[src/mcpg_pkg.sv]
// Constants, field layouts and carrier types for the miscellaneous configuration
// and power gating register bank.
// Assumes a configuration-cycle port with dword addresses and byte enables, on mclk.
// What this block does
// - Each clock-RAM lock bit takes one write only; later writes change nothing.
// - USB reset bits 4:0 hold each USB host controller in reset while set.
// - Bit 5 powers down the PHY, bit 6 its PLL, bit 7 resets the PHY.
// - DMA timing bit makes legacy DMA insert one idle clock between requests.
// - Test register bit 5 makes the bridge soft-reset enable bit writable.
// - Interrupt controller bit 3 selects memory decode at 1, I/O at 0; resets 1.
// - Bits 31:5 give the interrupt controller decode base address.
// - Each set decode-enable bit claims its legacy ports; cleared bits do not.
// - Decode bit 0 gates the DMA port ranges and resets to one.
// - Pin output bit drives the pin level only while enables permit driving.
// - Output enables are active low, tristate at one, reset to all ones.
// - The status field returns the sampled input level of each pin.
// - In group C a pin is general purpose only when its enable bit is one.
// - Boot chip-select output enable acts only when PCI is not the boot bus.
// - System bus base is read only, mirrors offset 10h, bit 0 reads one.
// - Selected units must all be idle before the voltage control output asserts.
// - With bit 7 set the output asserts only while the CPU sleeps in C3.
// - Each selected voltage input must reach its threshold before assertion.
// - Assertion follows conditions holding for the idle time in 2 us units.
// - Idle-time register bit 7 enables the power gating function.
// - The voltage control output drives general pin five.
package mcpg_pkg;

  // Byte offsets in configuration space.
  localparam logic [7:0] MCPG_OFS_CLOCK_RAM_LOCK = 8'h6a;
  localparam logic [7:0] MCPG_OFS_USB_FORCE_RESET = 8'h6b;
  localparam logic [7:0] MCPG_OFS_TEST_DMA_TIMING = 8'h6c;
  localparam logic [7:0] MCPG_OFS_INTR_CTRL_BASE = 8'h74;
  localparam logic [7:0] MCPG_OFS_LEGACY_DECODE = 8'h78;
  localparam logic [7:0] MCPG_OFS_PIN_GROUP_A = 8'h7e;
  localparam logic [7:0] MCPG_OFS_PIN_GROUP_B = 8'h80;
  localparam logic [7:0] MCPG_OFS_PIN_GROUP_C = 8'h82;
  localparam logic [7:0] MCPG_OFS_SYS_BUS_BASE = 8'h90;
  localparam logic [7:0] MCPG_OFS_GATE_UNIT_CHECKS = 8'h98;
  localparam logic [7:0] MCPG_OFS_GATE_VOLT_CHECKS = 8'h99;
  localparam logic [7:0] MCPG_OFS_GATE_IDLE_TIME = 8'h9a;

  // Values after reset and write masks.
  localparam logic [31:0] MCPG_RST_INTR_CTRL_BASE = 32'hfec0_0008;
  localparam logic [31:0] MCPG_RST_LEGACY_DECODE = 32'h0000_4bff;
  localparam logic [31:0] MCPG_MASK_LEGACY_DECODE = 32'h0000_4bff;
  localparam logic [31:0] MCPG_MASK_INTR_CTRL_BASE = 32'hffff_ffe8;
  localparam logic [3:0] MCPG_RST_PIN_OE_N = 4'hf;

  // Field positions.
  localparam int MCPG_TEST_DMA_TIMING_BIT = 0;
  localparam int MCPG_TEST_BRIDGE_RESET_BIT = 5;
  localparam int MCPG_INTR_MEM_MAP_BIT = 3;
  localparam int MCPG_GATE_C3_BIT = 7;
  localparam int MCPG_GATE_ENABLE_BIT = 7;
  localparam int MCPG_BOOT_CS_PIN = 1;

  // Idle time unit and the clock that counts it.
  localparam int MCPG_CLOCK_NS = 50;
  localparam int MCPG_IDLE_UNIT_NS = 2000;
  localparam int MCPG_IDLE_UNIT_CYCLES = MCPG_IDLE_UNIT_NS / MCPG_CLOCK_NS;

  // One configuration cycle as seen by this function.
  typedef struct packed {
    logic rd;
    logic wr;
    logic [7:0] addr;
    logic [3:0] be;
    logic [31:0] wdata;
  } mcpg_cfg_req_t;

  // Power gating sequence.
  typedef enum logic [2:0] {
    MCPG_GATE_OFF = 3'b001,
    MCPG_GATE_WAIT = 3'b010,
    MCPG_GATE_ON = 3'b100
  } mcpg_gate_state_t;

endpackage

[src/mcpg_misc_config.sv]
// Miscellaneous configuration register bank with clock-RAM locks, USB forcing,
// legacy decode enables, three small pin groups and a power gating timer.
// Assumes configuration cycles arrive on mclk; pins and voltage comparators are
// asynchronous and are synchronised here.
`timescale 1ns/1ps
`default_nettype none

module mcpg_misc_config
  import mcpg_pkg::*;
#(
  parameter int UNIT_CYCLES = MCPG_IDLE_UNIT_CYCLES
) (
  // Clock and reset.
  input wire logic mclk,
  input wire logic sys_rst,
  // Configuration cycles.
  input wire mcpg_cfg_req_t cfgReq,
  output logic [31:0] cfgRdData,
  output logic cfgRdValid,
  // Clock-RAM access check.
  input wire logic ramAccess,
  input wire logic [7:0] ramIndex,
  output logic ramBlocked,
  // USB forcing.
  output logic [4:0] usbHostReset,
  output logic usbPhyPowerDown,
  output logic usbPllPowerDown,
  output logic usbPhyReset,
  // DMA, bridge and interrupt controller.
  output logic dmaExtraIdle,
  output logic bridgeSoftResetAllow,
  output logic intrCtrlMemMapped,
  output logic [26:0] intrCtrlBase,
  // Legacy I/O decode.
  input wire logic ioAccess,
  input wire logic [15:0] ioAddr,
  output logic ioClaim,
  // Pin groups A, B, C.
  input wire logic [11:0] pinIn,
  output logic [11:0] pinOut,
  output logic [11:0] pinOe,
  output logic [3:0] groupCGpioMode,
  input wire logic bootOnPciBus,
  // System bus base held at offset 10h.
  input wire logic [27:0] systemBusBaseField,
  // Power gating.
  input wire logic [6:0] unitIdle,
  input wire logic cpuInC3,
  input wire logic [7:0] voltageInReached,
  output logic generalPinFiveOut,
  output logic generalPinFiveOe
);

  // Clock-RAM lock state and the other register fields.
  logic [4:0] lockRam;
  logic lockWritten;
  logic [7:0] usbForce;
  logic [15:0] testReg;
  logic [31:0] intrCfg;
  logic [31:0] decodeEn;
  logic [3:0] outA, outB, outC;
  logic [3:0] oeNA, oeNB, oeNC;
  logic [3:0] funcC;
  logic [7:0] unitChecks;
  logic [7:0] voltChecks;
  logic [7:0] idleTime;
  // Synchroniser stages for pins and voltage comparators.
  logic [19:0] syncS1, syncS2, syncS3, syncStable;
  logic [11:0] pinLevel;
  logic [7:0] voltLevel;
  // Power gating timer, write decode and read word.
  mcpg_gate_state_t gateState;
  logic [15:0] prescale;
  logic [6:0] unitCount;
  logic condsMet;
  logic [5:0] dw;
  logic wrHit;
  logic [31:0] rdWord;

  assign dw = cfgReq.addr[7:2];
  assign wrHit = cfgReq.wr;

  // Apply one byte lane of a write when its enable is set.
  // Lanes without an enable keep their old byte, so partial writes leave neighbours alone.
  function automatic logic [7:0] lane(input logic [7:0] old, input logic [7:0] nw,
                                      input logic en);
    lane = en ? nw : old;
  endfunction

  // Lock bits take a single write after reset; the first write seals them.
  // All five bits seal together: software must set every wanted lock in that one write.
  // Even a first write of zero seals, so later code can never alter the protection.
  always_ff @(posedge mclk) begin
    if (sys_rst) begin
      lockRam <= 5'h00;
      lockWritten <= 1'b0;
    end else if (wrHit && dw == MCPG_OFS_CLOCK_RAM_LOCK[7:2] && cfgReq.be[2] && !lockWritten) begin
      lockRam <= cfgReq.wdata[20:16];
      lockWritten <= 1'b1;
    end
  end

  // Clock-RAM access is refused when its range is locked.
  // The flag is registered, so the RAM port sees it one cycle after the access.
  always_ff @(posedge mclk) begin
    if (sys_rst) begin
      ramBlocked <= 1'b0;
    end else begin
      ramBlocked <= ramAccess && (
        (lockRam[0] && ramIndex >= 8'h38 && ramIndex <= 8'h3f) ||
        (lockRam[1] && ramIndex >= 8'hf0) ||
        (lockRam[2] && ramIndex[7:4] == 4'he) ||
        (lockRam[3] && ramIndex[7:4] == 4'hd) ||
        (lockRam[4] && ramIndex[7:4] == 4'hc));
    end
  end

  // USB forcing and test register share the dwords at 68h and 6Ch.
  // Lanes 0 and 1 of dword 68h are outside this bank and ignored; lane 2 holds the locks, written in the lock block.
  always_ff @(posedge mclk) begin
    if (sys_rst) begin
      usbForce <= 8'h00;
      testReg <= 16'h0000;
    end else if (wrHit) begin
      if (dw == MCPG_OFS_USB_FORCE_RESET[7:2]) begin
        usbForce <= lane(usbForce, cfgReq.wdata[31:24], cfgReq.be[3]);
      end
      if (dw == MCPG_OFS_TEST_DMA_TIMING[7:2]) begin
        // Test-only bits are stored as written; software leaves them alone.
        testReg[7:0] <= lane(testReg[7:0], cfgReq.wdata[7:0], cfgReq.be[0]);
        testReg[15:8] <= lane(testReg[15:8], cfgReq.wdata[15:8], cfgReq.be[1]);
      end
    end
  end

  // Interrupt controller base and legacy decode enables, reserved bits masked.
  // Masked bits always read zero, so a careless write cannot set a reserved field.
  always_ff @(posedge mclk) begin
    if (sys_rst) begin
      intrCfg <= MCPG_RST_INTR_CTRL_BASE;
      decodeEn <= MCPG_RST_LEGACY_DECODE;
    end else if (wrHit) begin
      for (int b = 0; b < 4; b++) begin
        if (cfgReq.be[b] && dw == MCPG_OFS_INTR_CTRL_BASE[7:2]) begin
          intrCfg[b*8 +: 8] <= cfgReq.wdata[b*8 +: 8] & MCPG_MASK_INTR_CTRL_BASE[b*8 +: 8];
        end
        if (cfgReq.be[b] && dw == MCPG_OFS_LEGACY_DECODE[7:2]) begin
          decodeEn[b*8 +: 8] <= cfgReq.wdata[b*8 +: 8] & MCPG_MASK_LEGACY_DECODE[b*8 +: 8];
        end
      end
    end
  end

  // Pin group registers; group A at 7Eh, groups B and C at 80h and 82h.
  // Status nibbles sit in the byte above each output byte and are read only; their write data is dropped.
  // Groups A and B have no function enables, so their pins drive on the output enable alone, except the boot chip select in group B.
  always_ff @(posedge mclk) begin
    if (sys_rst) begin
      outA <= 4'h0;
      outB <= 4'h0;
      outC <= 4'h0;
      oeNA <= MCPG_RST_PIN_OE_N;
      oeNB <= MCPG_RST_PIN_OE_N;
      oeNC <= MCPG_RST_PIN_OE_N;
      funcC <= 4'h0;
    end else if (wrHit) begin
      if (dw == MCPG_OFS_PIN_GROUP_A[7:2] && cfgReq.be[2]) begin
        {oeNA, outA} <= cfgReq.wdata[23:16];
      end
      if (dw == MCPG_OFS_PIN_GROUP_B[7:2]) begin
        if (cfgReq.be[0]) begin
          {oeNB, outB} <= cfgReq.wdata[7:0];
        end
        if (cfgReq.be[2]) begin
          {oeNC, outC} <= cfgReq.wdata[23:16];
        end
        if (cfgReq.be[3]) begin
          funcC <= cfgReq.wdata[31:28];
        end
      end
    end
  end

  // Power gating control registers.
  // Each lane updates alone, so the idle time can change without touching the checks.
  always_ff @(posedge mclk) begin
    if (sys_rst) begin
      unitChecks <= 8'h00;
      voltChecks <= 8'h00;
      idleTime <= 8'h00;
    end else if (wrHit && dw == MCPG_OFS_GATE_UNIT_CHECKS[7:2]) begin
      unitChecks <= lane(unitChecks, cfgReq.wdata[7:0], cfgReq.be[0]);
      voltChecks <= lane(voltChecks, cfgReq.wdata[15:8], cfgReq.be[1]);
      idleTime <= lane(idleTime, cfgReq.wdata[23:16], cfgReq.be[2]);
    end
  end

  // Three-stage synchroniser; a change counts once stages two and three agree.
  // The agree stage costs a cycle of latency but filters a pulse of one cycle.
  always_ff @(posedge mclk) begin
    if (sys_rst) begin
      syncS1 <= 20'h00000;
      syncS2 <= 20'h00000;
      syncS3 <= 20'h00000;
      syncStable <= 20'h00000;
    end else begin
      syncS1 <= {voltageInReached, pinIn};
      syncS2 <= syncS1;
      syncS3 <= syncS2;
      syncStable <= (~(syncS2 ^ syncS3) & syncS3) | ((syncS2 ^ syncS3) & syncStable);
    end
  end

  assign pinLevel = syncStable[11:0];
  assign voltLevel = syncStable[19:12];

  // Read word for the addressed dword; unmapped dwords read zero.
  // Reads have no side effects, so software may read any dword as often as it likes.
  always_comb begin
    rdWord = 32'h0000_0000;
    unique case (dw)
      MCPG_OFS_CLOCK_RAM_LOCK[7:2]: rdWord = {usbForce, {3'h0, lockRam}, 16'h0000};
      MCPG_OFS_TEST_DMA_TIMING[7:2]: rdWord = {16'h0000, testReg};
      MCPG_OFS_INTR_CTRL_BASE[7:2]: rdWord = intrCfg;
      MCPG_OFS_LEGACY_DECODE[7:2]: rdWord = decodeEn;
      MCPG_OFS_PIN_GROUP_A[7:2]: rdWord = {4'h0, pinLevel[3:0], oeNA, outA, 16'h0000};
      MCPG_OFS_PIN_GROUP_B[7:2]:
        rdWord = {funcC, pinLevel[11:8], oeNC, outC, 4'h0, pinLevel[7:4], oeNB, outB};
      MCPG_OFS_SYS_BUS_BASE[7:2]: rdWord = {systemBusBaseField, 4'h1};
      MCPG_OFS_GATE_UNIT_CHECKS[7:2]: rdWord = {8'h00, idleTime, voltChecks, unitChecks};
      default: rdWord = 32'h0000_0000;
    endcase
  end

  // Read data appears one cycle after the request and holds until the next read.
  // A read and a write to one dword in the same cycle return the old value.
  always_ff @(posedge mclk) begin
    if (sys_rst) begin
      cfgRdData <= 32'h0000_0000;
      cfgRdValid <= 1'b0;
    end else begin
      cfgRdValid <= cfgReq.rd;
      if (cfgReq.rd) begin
        cfgRdData <= rdWord;
      end
    end
  end

  // Control outputs follow their register bits one cycle later, two cycles after the write.
  // The extra stage keeps every output straight from a flip-flop at the cost of a cycle.
  always_ff @(posedge mclk) begin
    if (sys_rst) begin
      usbHostReset <= 5'h00;
      usbPhyPowerDown <= 1'b0;
      usbPllPowerDown <= 1'b0;
      usbPhyReset <= 1'b0;
      dmaExtraIdle <= 1'b0;
      bridgeSoftResetAllow <= 1'b0;
      intrCtrlMemMapped <= MCPG_RST_INTR_CTRL_BASE[MCPG_INTR_MEM_MAP_BIT];
      intrCtrlBase <= MCPG_RST_INTR_CTRL_BASE[31:5];
    end else begin
      usbHostReset <= usbForce[4:0];
      usbPhyPowerDown <= usbForce[5];
      usbPllPowerDown <= usbForce[6];
      usbPhyReset <= usbForce[7];
      dmaExtraIdle <= testReg[MCPG_TEST_DMA_TIMING_BIT];
      bridgeSoftResetAllow <= testReg[MCPG_TEST_BRIDGE_RESET_BIT];
      intrCtrlMemMapped <= intrCfg[MCPG_INTR_MEM_MAP_BIT];
      intrCtrlBase <= intrCfg[31:5];
    end
  end

  // Legacy port claim; each range is gated by its own enable bit.
  // Reserved enable bits 10, 12, 13 and 15 upward claim nothing.
  // The claim is registered and so answers one cycle after the access.
  always_ff @(posedge mclk) begin
    if (sys_rst) begin
      ioClaim <= 1'b0;
    end else begin
      ioClaim <= ioAccess && (
        (decodeEn[0] && (ioAddr <= 16'h001f || (ioAddr >= 16'h0080 && ioAddr <= 16'h008f) ||
          (ioAddr >= 16'h00c0 && ioAddr <= 16'h00df) || ioAddr == 16'h040b ||
          ioAddr == 16'h04d6)) ||
        (decodeEn[1] && ioAddr >= 16'h0040 && ioAddr <= 16'h0043) ||
        (decodeEn[2] && ioAddr == 16'h0070) ||
        (decodeEn[3] && ioAddr == 16'h0071) ||
        (decodeEn[4] && ioAddr == 16'h0c14) ||
        (decodeEn[5] && (ioAddr == 16'h0c49 || ioAddr == 16'h0c4a)) ||
        (decodeEn[6] && ioAddr == 16'h0c52) ||
        (decodeEn[7] && ioAddr == 16'h0c6c) ||
        (decodeEn[8] && ioAddr == 16'h0c6f) ||
        (decodeEn[9] && (ioAddr == 16'h0cd6 || ioAddr == 16'h0cd7)) ||
        (decodeEn[11] && (ioAddr == 16'h0c50 || ioAddr == 16'h0c51)) ||
        (decodeEn[14] && ioAddr == 16'h0092));
    end
  end

  // Pin drivers; the enable is active low in the register, high on the port.
  // Output data passes even while a pin floats, so enabling it shows the last level at once.
  always_ff @(posedge mclk) begin
    if (sys_rst) begin
      pinOut <= 12'h000;
      pinOe <= 12'h000;
      groupCGpioMode <= 4'h0;
    end else begin
      pinOut <= {outC, outB, outA};
      pinOe[3:0] <= ~oeNA;
      pinOe[7:4] <= ~oeNB;
      // The boot chip select stays with the boot bus while PCI carries boot memory.
      pinOe[4 + MCPG_BOOT_CS_PIN] <= ~oeNB[MCPG_BOOT_CS_PIN] && !bootOnPciBus;
      pinOe[11:8] <= ~oeNC & funcC;
      groupCGpioMode <= funcC;
    end
  end

  // All selected conditions together; unselected ones are ignored.
  // Voltage inputs are used after synchronising; units and the sleep state share this clock.
  assign condsMet = idleTime[MCPG_GATE_ENABLE_BIT] &&
    ((unitChecks[6:0] & ~unitIdle) == 7'h00) &&
    (!unitChecks[MCPG_GATE_C3_BIT] || cpuInC3) &&
    ((voltChecks & ~voltLevel) == 8'h00);

  // Idle timer; losing any condition restarts it and drops the output.
  // The prescaler only runs while waiting, so partial units never carry over.
  // The longest idle time, 127 units, is about a quarter of a millisecond at 2 us a unit.
  always_ff @(posedge mclk) begin
    if (sys_rst) begin
      gateState <= MCPG_GATE_OFF;
      prescale <= 16'h0000;
      unitCount <= 7'h00;
    end else if (!condsMet) begin
      gateState <= MCPG_GATE_OFF;
      prescale <= 16'h0000;
      unitCount <= 7'h00;
    end else begin
      unique case (gateState)
        MCPG_GATE_OFF: begin
          gateState <= MCPG_GATE_WAIT;
        end
        MCPG_GATE_WAIT: begin
          // The compare comes before the count moves, so an idle time of zero skips the wait.
          if (unitCount >= idleTime[6:0]) begin
            gateState <= MCPG_GATE_ON;
          end else if (prescale == 16'(UNIT_CYCLES - 1)) begin
            prescale <= 16'h0000;
            unitCount <= unitCount + 7'h01;
          end else begin
            prescale <= prescale + 16'h0001;
          end
        end
        MCPG_GATE_ON: begin
          gateState <= MCPG_GATE_ON;
        end
        default: begin
          gateState <= MCPG_GATE_OFF;
        end
      endcase
    end
  end

  // Voltage control goes out on general pin five while the function is enabled.
  // The enable follows the function bit alone, so the pin is driven low while waiting.
  always_ff @(posedge mclk) begin
    if (sys_rst) begin
      generalPinFiveOut <= 1'b0;
      generalPinFiveOe <= 1'b0;
    end else begin
      generalPinFiveOut <= condsMet && gateState == MCPG_GATE_ON;
      generalPinFiveOe <= idleTime[MCPG_GATE_ENABLE_BIT];
    end
  end

endmodule

`default_nettype wire

[config.mk]
export PLATFORM = sky130hd
export DESIGN_NAME = mcpg_misc_config
export DESIGN_NICKNAME = d
export VERILOG_FILES = /design/src/mcpg_pkg.sv /design/src/mcpg_misc_config.sv
export SDC_FILE = /design/constraint.sdc
export NUM_CORES = 1
export LEC_CHECK = 0
export ABC_AREA = 0
export BUFFER_PORTS_ARGS = -buffer_cell sky130_fd_sc_hd__clkbuf_2
export CELL_PAD_IN_SITES_DETAIL_PLACEMENT = 2
export CELL_PAD_IN_SITES_GLOBAL_PLACEMENT = 2
export CORE_UTILIZATION = 34
export CTS_CLUSTER_SIZE = 8
export DETAILED_ROUTE_END_ITERATION = 10
export GPL_TIMING_DRIVEN = 0
export PLACE_DENSITY_LB_ADDON = 0.1
export SLEW_MARGIN = 40
export SYNTH_ARGS = -nofsm -noshare
export SYNTH_HDL_FRONTEND = slang
export SYNTH_SLANG_ARGS = --single-unit
[constraint.sdc]
create_clock -name mclk -period 2.9 [get_ports mclk]
set_clock_uncertainty 0.1 [all_clocks]
set_input_delay 0.435 -clock mclk [delete_from_list [all_inputs] [get_ports mclk]]
set_output_delay 0.435 -clock mclk [all_outputs]
set_load 0.01 [all_outputs]
==> impl_metrics.ini, run 1 <==
[detailed_routing]
drcViolationCount = 0
vias_per_cell = 5.36
wl_per_cell_um = 23.7
drt_pass1_iterations = 7
postRouteAntennaNets = 0
routed_wl_um = 48500
dr_total_vias = 10970
drtIter0Drc = 493

[global_routing]
grt_use_total = 0.257
overflow = 0
grt_pass1_vias = 11923
grt_pass1_wl_um = 72900
grt_antenna_before_repair = 5
grt_max_degree = 13

[worst_setup_path]
crit_required_ns = 3.29
worstSetupPathType = input port to flip-flop
start_kind = input port
startpoint = cfgReq[38]
end_kind = flip-flop
arrival_ns = 3.18
r2r_cells = 7
critPathMaxFanout = 10
timing.rr.start = idleTime[7]$_SDFFE_PP0P_

[cts]
cts_buffer_depth = 3
clkLatencyLatePin_ns = 0.57
clk_pin_slew_ns = 0.05
htree_levels = 2
cts-root-buf = clkbuf_16
numCtsBuffers = 47
cts_tree = built
clock_sinks = 331

[hold_path]
min-delay-start = pinIn[8]
hp-class = input port to flip-flop
whs_path_depth = 2

[synthesis]
ys.flop_type = dfxtp_1
synth_area_per_cell_um2 = 9.80
syn_nets = 1424
synth_edf_count = 0
synth.area.top_cells = dfxtp_1, nor2b_1, mux2i_1, nand2_1, nor2_1
ys_ff_latch = 331
async_reset_ff_frac = 0
synth.distinct_cells = 66
syn_inst = 1284
syn_area_mm2 = 0.0126
yosysWarnings = 0
ys_seq_area_frac = 0.527
yosys.area.top_type_share = 0.527
synth_top_area_cell = dfxtp_1

[timing]
setup_viol = 0
tightest_slew_ns = 0.857
period_needed_ns = 2.79
rsz0062_at_grt = false
finalHoldViolCount = 0
drv_slew = 0
whs_ns = 0.0178
post-route-period-util = 0.962
fmax_mhz = 359
slew_headroom = 0.429

[power]
power_density_mw_per_mm2 = 632
power_mw = 9.95
peakVddDrop_uv = 392
p_leak_nw = 6.06

[placement]
dpl-instance-area_mm2 = 0.0143
gp_congestion = 0.808
port_buffers = 222
hpwl_um = 35200

[outcome]
status = completed

[die]
die_area_mm2 = 0.0378
start_util = 0.344
core_area_mm2 = 0.0365
die_width_um = 194
num_rows = 70
pin_count = 234
fp.dieH_um = 194

[finish]
fin_util = 0.431
areaGrowthSynthToFinish_pct = 25.1
nNetsFinal = 1712
fin_area_mm2 = 0.0157
layout-drive-gt1-share = 0.226

[run]
drv_cap = 0
==> per-stage QoR <==
| stage | TNS (ns) | worst slack (ns) | instances |
|---|---|---|---|
| 2_1_floorplan | 0 | 0.607 | 1284 |
| 3_3_place_gp | -16.67 | -0.532 | 1974 |
| 3_5_place_dp | -17.85 | -0.602 | 1975 |
| 4_1_cts | 0 | 0.0509 | 2043 |
| 5_1_grt | 0 | 0.0767 | 2046 |
| 6_report | 0 | 0.111 | 2046 |
==> repair_timing <==
action | 4_1_cts | 5_1_grt
setup endpoints to repair | 11 | 15
gates resized for setup | 2 | 7
cloned | 0 | 0
hold buffers | 15 | 0
setup buffers | 0 | 0
endpoints found under the hold margin | 15 | 0
==> where the power goes <==
group          switching [mW]  total [mW]  internal (mW)  leakage (nW)
logic                   0.298       0.464          0.167          2.77
registers              0.0222        4.62           4.60          2.68
clock network            1.96        4.86           2.90         0.609
total                    2.28        9.95           7.67          6.06
==> cell type report <==
class,count,area (um2)
Fill cell,3981,20800
Sequential cell,331,6630
Multi-Input combinational cell,847,5530
Timing Repair Buffer,239,1280
Clock buffer,50,1210
Tap cell,468,586
Buffer,84,379
Inverter,22,82.6
Clock inverter,3,30.0
Antenna cell,2,5.00
==> synth_stat cells, drive strengths merged, types with 7 or more instances <==
master  count
mux2i      83
a22o       25
nand4      12
or2        12
nor3       10
a21oi      61
buf        24
nor2b     137
nand3      18
or4         7
a222oi     20
and3       13
nand3b     12
nor2      113
nand2b     15
nand2     121
a211o      22
o21ai      26
mux2       18
xnor2       9
dfxtp     331
clkbuf     60
ha          9
a22oi      22
inv        22
==> flip-flops by register name, indices dropped and copies added (netlist names), 5 cells and up, named ones only <==
register      flops
lockRam           5
pinOut           12
unitChecks        8
intrCtrlBase     27
idleTime          8
syncS2           20
decodeEn         12
voltChecks        8
usbForce          8
usbHostReset      5
pinOe            12
intrCfg          28
syncS1           20
cfgRdData        32
syncS3           20
testReg          16
prescale         16
unitCount         7
==> worst max-delay path, cell delays in order <==
cell      delay (ns)
clkbuf_2        0.15
or4b_1          0.56
buf_2           0.19
nor2_1          0.63
clkbuf_1        0.67
a222oi_1        0.27
nand2_1         0.14
a22o_1          0.12
==> cells by family (layout without fill, tap and decap cells) <==
group                      count (synthesis)  count (layout)  synth area share
AOI/OAI and AO/OA                        225             225             0.128
xor gates and xnor gates                  10              10           0.00696
adders and majority gates                  9               9           0.00895
buffers and inverters                    106             398            0.0357
DFF                                      331             331             0.527
muxes                                    102             102            0.0840
other                                      0               2                 0
and+or+nand+nor                          501             501             0.209
==> worst paths after layout <==
check                                   end  slack [ns]
setup / recovery  cfgRdData[8]$_SDFFE_PP0P_        0.11
hold / removal         syncS1[8]$_SDFF_PP0_        0.02
setup reg to reg  prescale[13]$_SDFFE_PP0P_        0.16
hold reg to reg       syncS2[11]$_SDFF_PP0_        0.33
==> metal layers <==
layer	GRT usage	wire length, um	vias to the layer above
met5	0	33	-
met4	0.101	1680	6
met3	0.0522	2510	87
met2	0.437	23200	332
met1	0.317	21000	5498
li1	-	-	5047
==> placed cells by master, fill, tap and decap left out, types with 17 or more instances in the layout <==
cell type    n
nand3_1     18
nor2b_1    136
dfxtp_1    331
a21oi_1     61
mux2i_1     83
o21ai_0     26
mux2_2      18
nor2_1     111
clkbuf_2   232
clkbuf_1    52
a22o_1      25
buf_2       17
a222oi_1    20
clkbuf_16   48
a22oi_1     22
a211o_1     22
inv_1       22
nand2_1    121
(Power assumes the default switching activity.)
==> run 2: changes to the inputs <==
--- a/config.mk
+++ b/config.mk
@@ -9,7 +9,7 @@
 export BUFFER_PORTS_ARGS = -buffer_cell sky130_fd_sc_hd__clkbuf_2
 export CELL_PAD_IN_SITES_DETAIL_PLACEMENT = 2
 export CELL_PAD_IN_SITES_GLOBAL_PLACEMENT = 2
-export CORE_UTILIZATION = 34
+export CORE_UTILIZATION = 37
 export CTS_CLUSTER_SIZE = 8
 export DETAILED_ROUTE_END_ITERATION = 10
 export GPL_TIMING_DRIVEN = 0
==> constraint.sdc (replaced) <==
create_clock -name mclk -period 3.4 [get_ports mclk]
set_clock_uncertainty 0.1 [all_clocks]
set_input_delay 0.51 -clock mclk [delete_from_list [all_inputs] [get_ports mclk]]
set_output_delay 0.51 -clock mclk [all_outputs]
set_load 0.01 [all_outputs]
==> run 2 against run 1 <==
Worst setup slack better by 0.20 ns. Count of clock-buffer cells in the layout is 3 lower. Worst hold slack better by 0.014 ns. Highest routed layer is now met4. Die area is 8.0% lower. Global-route usage is 1.6 points higher. Sequential share of layout area is 0.55 points higher. Register-to-register slack better by 0.36 ns. Largest power group unchanged. Non-clock buffer count is 16 lower.
==> impl_metrics.ini, run 2 (same netlist as run 1, synthesis figures left out) <==
[worst_setup_path]
rrSetupSlack_ns = 0.52
arrival_ns = 3.39
crit_required_ns = 3.70
slowest_stage = clkbuf_1
critPathBufInv = 4
crit_chain = clkbuf_2, buf_2, nand2_1, nor3_1, clkbuf_1, buf_2, nand3_1, nand2_1, a21oi_1
critPathMaxFanout = 10
worstSetupPathType = input port to flip-flop
start_kind = input port
r2r_end = gateState[2]$_SDFFE_PP0N_
crit_family = buffers and inverters
end_kind = flip-flop
r2r_cells = 8
timing.rr.start = unitCount[0]$_SDFFE_PP0P_
slowest_delay_ns = 0.69

[timing]
rsz0062_at_grt = false
post-route-period-util = 0.910
slew_headroom = 0.397
fmax_mhz = 323
period_needed_ns = 3.09
finalHoldViolCount = 0
drv_slew = 0
setup_viol = 0
tightest_slew_ns = 0.901

[cts]
numCtsBuffers = 47
cts_buffer_depth = 3
ctsHoldBuffers = 0
clock_sinks = 331
postCtsSetupRepairBufs = 0
clk_pin_slew_ns = 0.05
cts_tree = built
htree_levels = 2
clkLatencyLatePin_ns = 0.56
cts-root-buf = clkbuf_16
cts_resized = 0

[placement]
port_buffers = 222
gp_congestion = 0.806
post-place-cells = 1955
hpwl_um = 34500

[power]
power_density_mw_per_mm2 = 544
power_mw = 8.45
p_leak_nw = 5.97
peakVddDrop_uv = 313

[run]
drv_cap = 0

[finish]
nNetsFinal = 1696
largest_register_ff_count = 32
layout-drive-gt1-share = 0.223
regMostFlops = cfgRdData
final_cell_mix = dfxtp_1, clkbuf_2, nor2b_1, nand2_1, nor2_1
reg.largest.list = cfgRdData: 32 flops, intrCfg: 28 flops, intrCtrlBase: 27 flops
fin_util = 0.464
areaGrowthSynthToFinish_pct = 23.5
filler_cell_count = 3586
final_cells = 2008
mostFrequentLayoutCell = dfxtp_1

[die]
start_util = 0.376
pin_count = 234
core_area_mm2 = 0.0334
die_width_um = 186
fp.dieH_um = 186
num_rows = 67
die_area_mm2 = 0.0347

[global_routing]
grt_max_degree = 14
grt_use_total = 0.273
grt_antenna_before_repair = 2
grt_pass1_vias = 11874
overflow = 0
grt_pass1_wl_um = 72400

[detailed_routing]
vias_per_cell = 5.45
postRouteAntennaNets = 0
drt_pass1_iterations = 7
drcViolationCount = 0
routed_wl_um = 47800
dr_total_vias = 10948
drtIter0Drc = 643
wl_per_cell_um = 23.8

[hold_path]
whs_path_depth = 2
worstHoldEndpoint = pinOe[5]$_SDFF_PP0_
hp-class = input port to flip-flop
min-delay-start = bootOnPciBus

[outcome]
status = completed
[run 2: worst max path at each step]
stage | start | end | slack [ns] | cells past startpoint
finish | cfgReq[40] | intrCfg[24]$_SDFFE_PP0P_ | 0.31 | 9
global route | cfgReq[40] | intrCfg[24]$_SDFFE_PP0P_ | 0.26 | 9
CTS | cfgReq[40] | intrCfg[24]$_SDFFE_PP0P_ | 0.39 | 9
detailed placement | cfgReq[40] | intrCfg[24]$_SDFFE_PP0P_ | -0.19 | 9
global placement | cfgReq[38] | cfgRdData[27]$_SDFFE_PP0P_ | -0.06 | 8
floorplan | cfgReq[38] | oeNC[1]$_SDFFE_PP1P_ | 1.03 | 8
[run 2: worst register-to-register path, stage by stage, from the launching register on]
cell and delay, ns:
dfxtp_1 0.38, inv_1 0.09, ha_1 0.28, nor2b_1 0.04, o21ai_0 0.36, clkbuf_1 0.41
a21o_1 0.32, clkbuf_1 0.48, nor4b_1 0.31
[run 2: cell type report]
cell class              count  area (um2)  area share
clock inverters             4        62.6     0.00403
plain buffers              84         372      0.0239
repair buffers            223        1120      0.0720
flip-flops and latches    331        6630       0.427
inverters                  22        82.6     0.00532
diodes                      2        5.00    0.000322
multi-input cells         847        5530       0.356
clock buffers              47        1180      0.0757
well taps                 448         561      0.0361
[run 2: metal layers]
layer	part of all wire	wire length (um)	vias to the layer above	GRT usage
li1	-	-	5023	-
met1	0.43	20600	5516	0.339
met2	0.49	23700	332	0.482
met3	0.050	2380	77	0.0465
met4	0.025	1180	0	0.0804
met5	0	0	-	0
[run 2: stage by stage]
step	hold slack [ns]	setup TNS, ns	setup WS, ns	cell area (um2)
detailed placement	0.329	-1.66	-0.190	14300
global placement	0.317	-0.0837	-0.0593	14200
global route	0.0207	0	0.258	15500
floorplan	0.302	0	1.03	12600
finish	0.0315	0	0.307	15500
CTS	0.0194	0	0.386	15500
[run 2: power by group]
part           switching [mW]  leakage, nW  internal, mW  total (mW)
clock network            1.69        0.602          2.44        4.13
registers              0.0190         2.68          3.93        3.94
logic                   0.248         2.68         0.129       0.377
total                    1.96         5.97          6.49        8.45
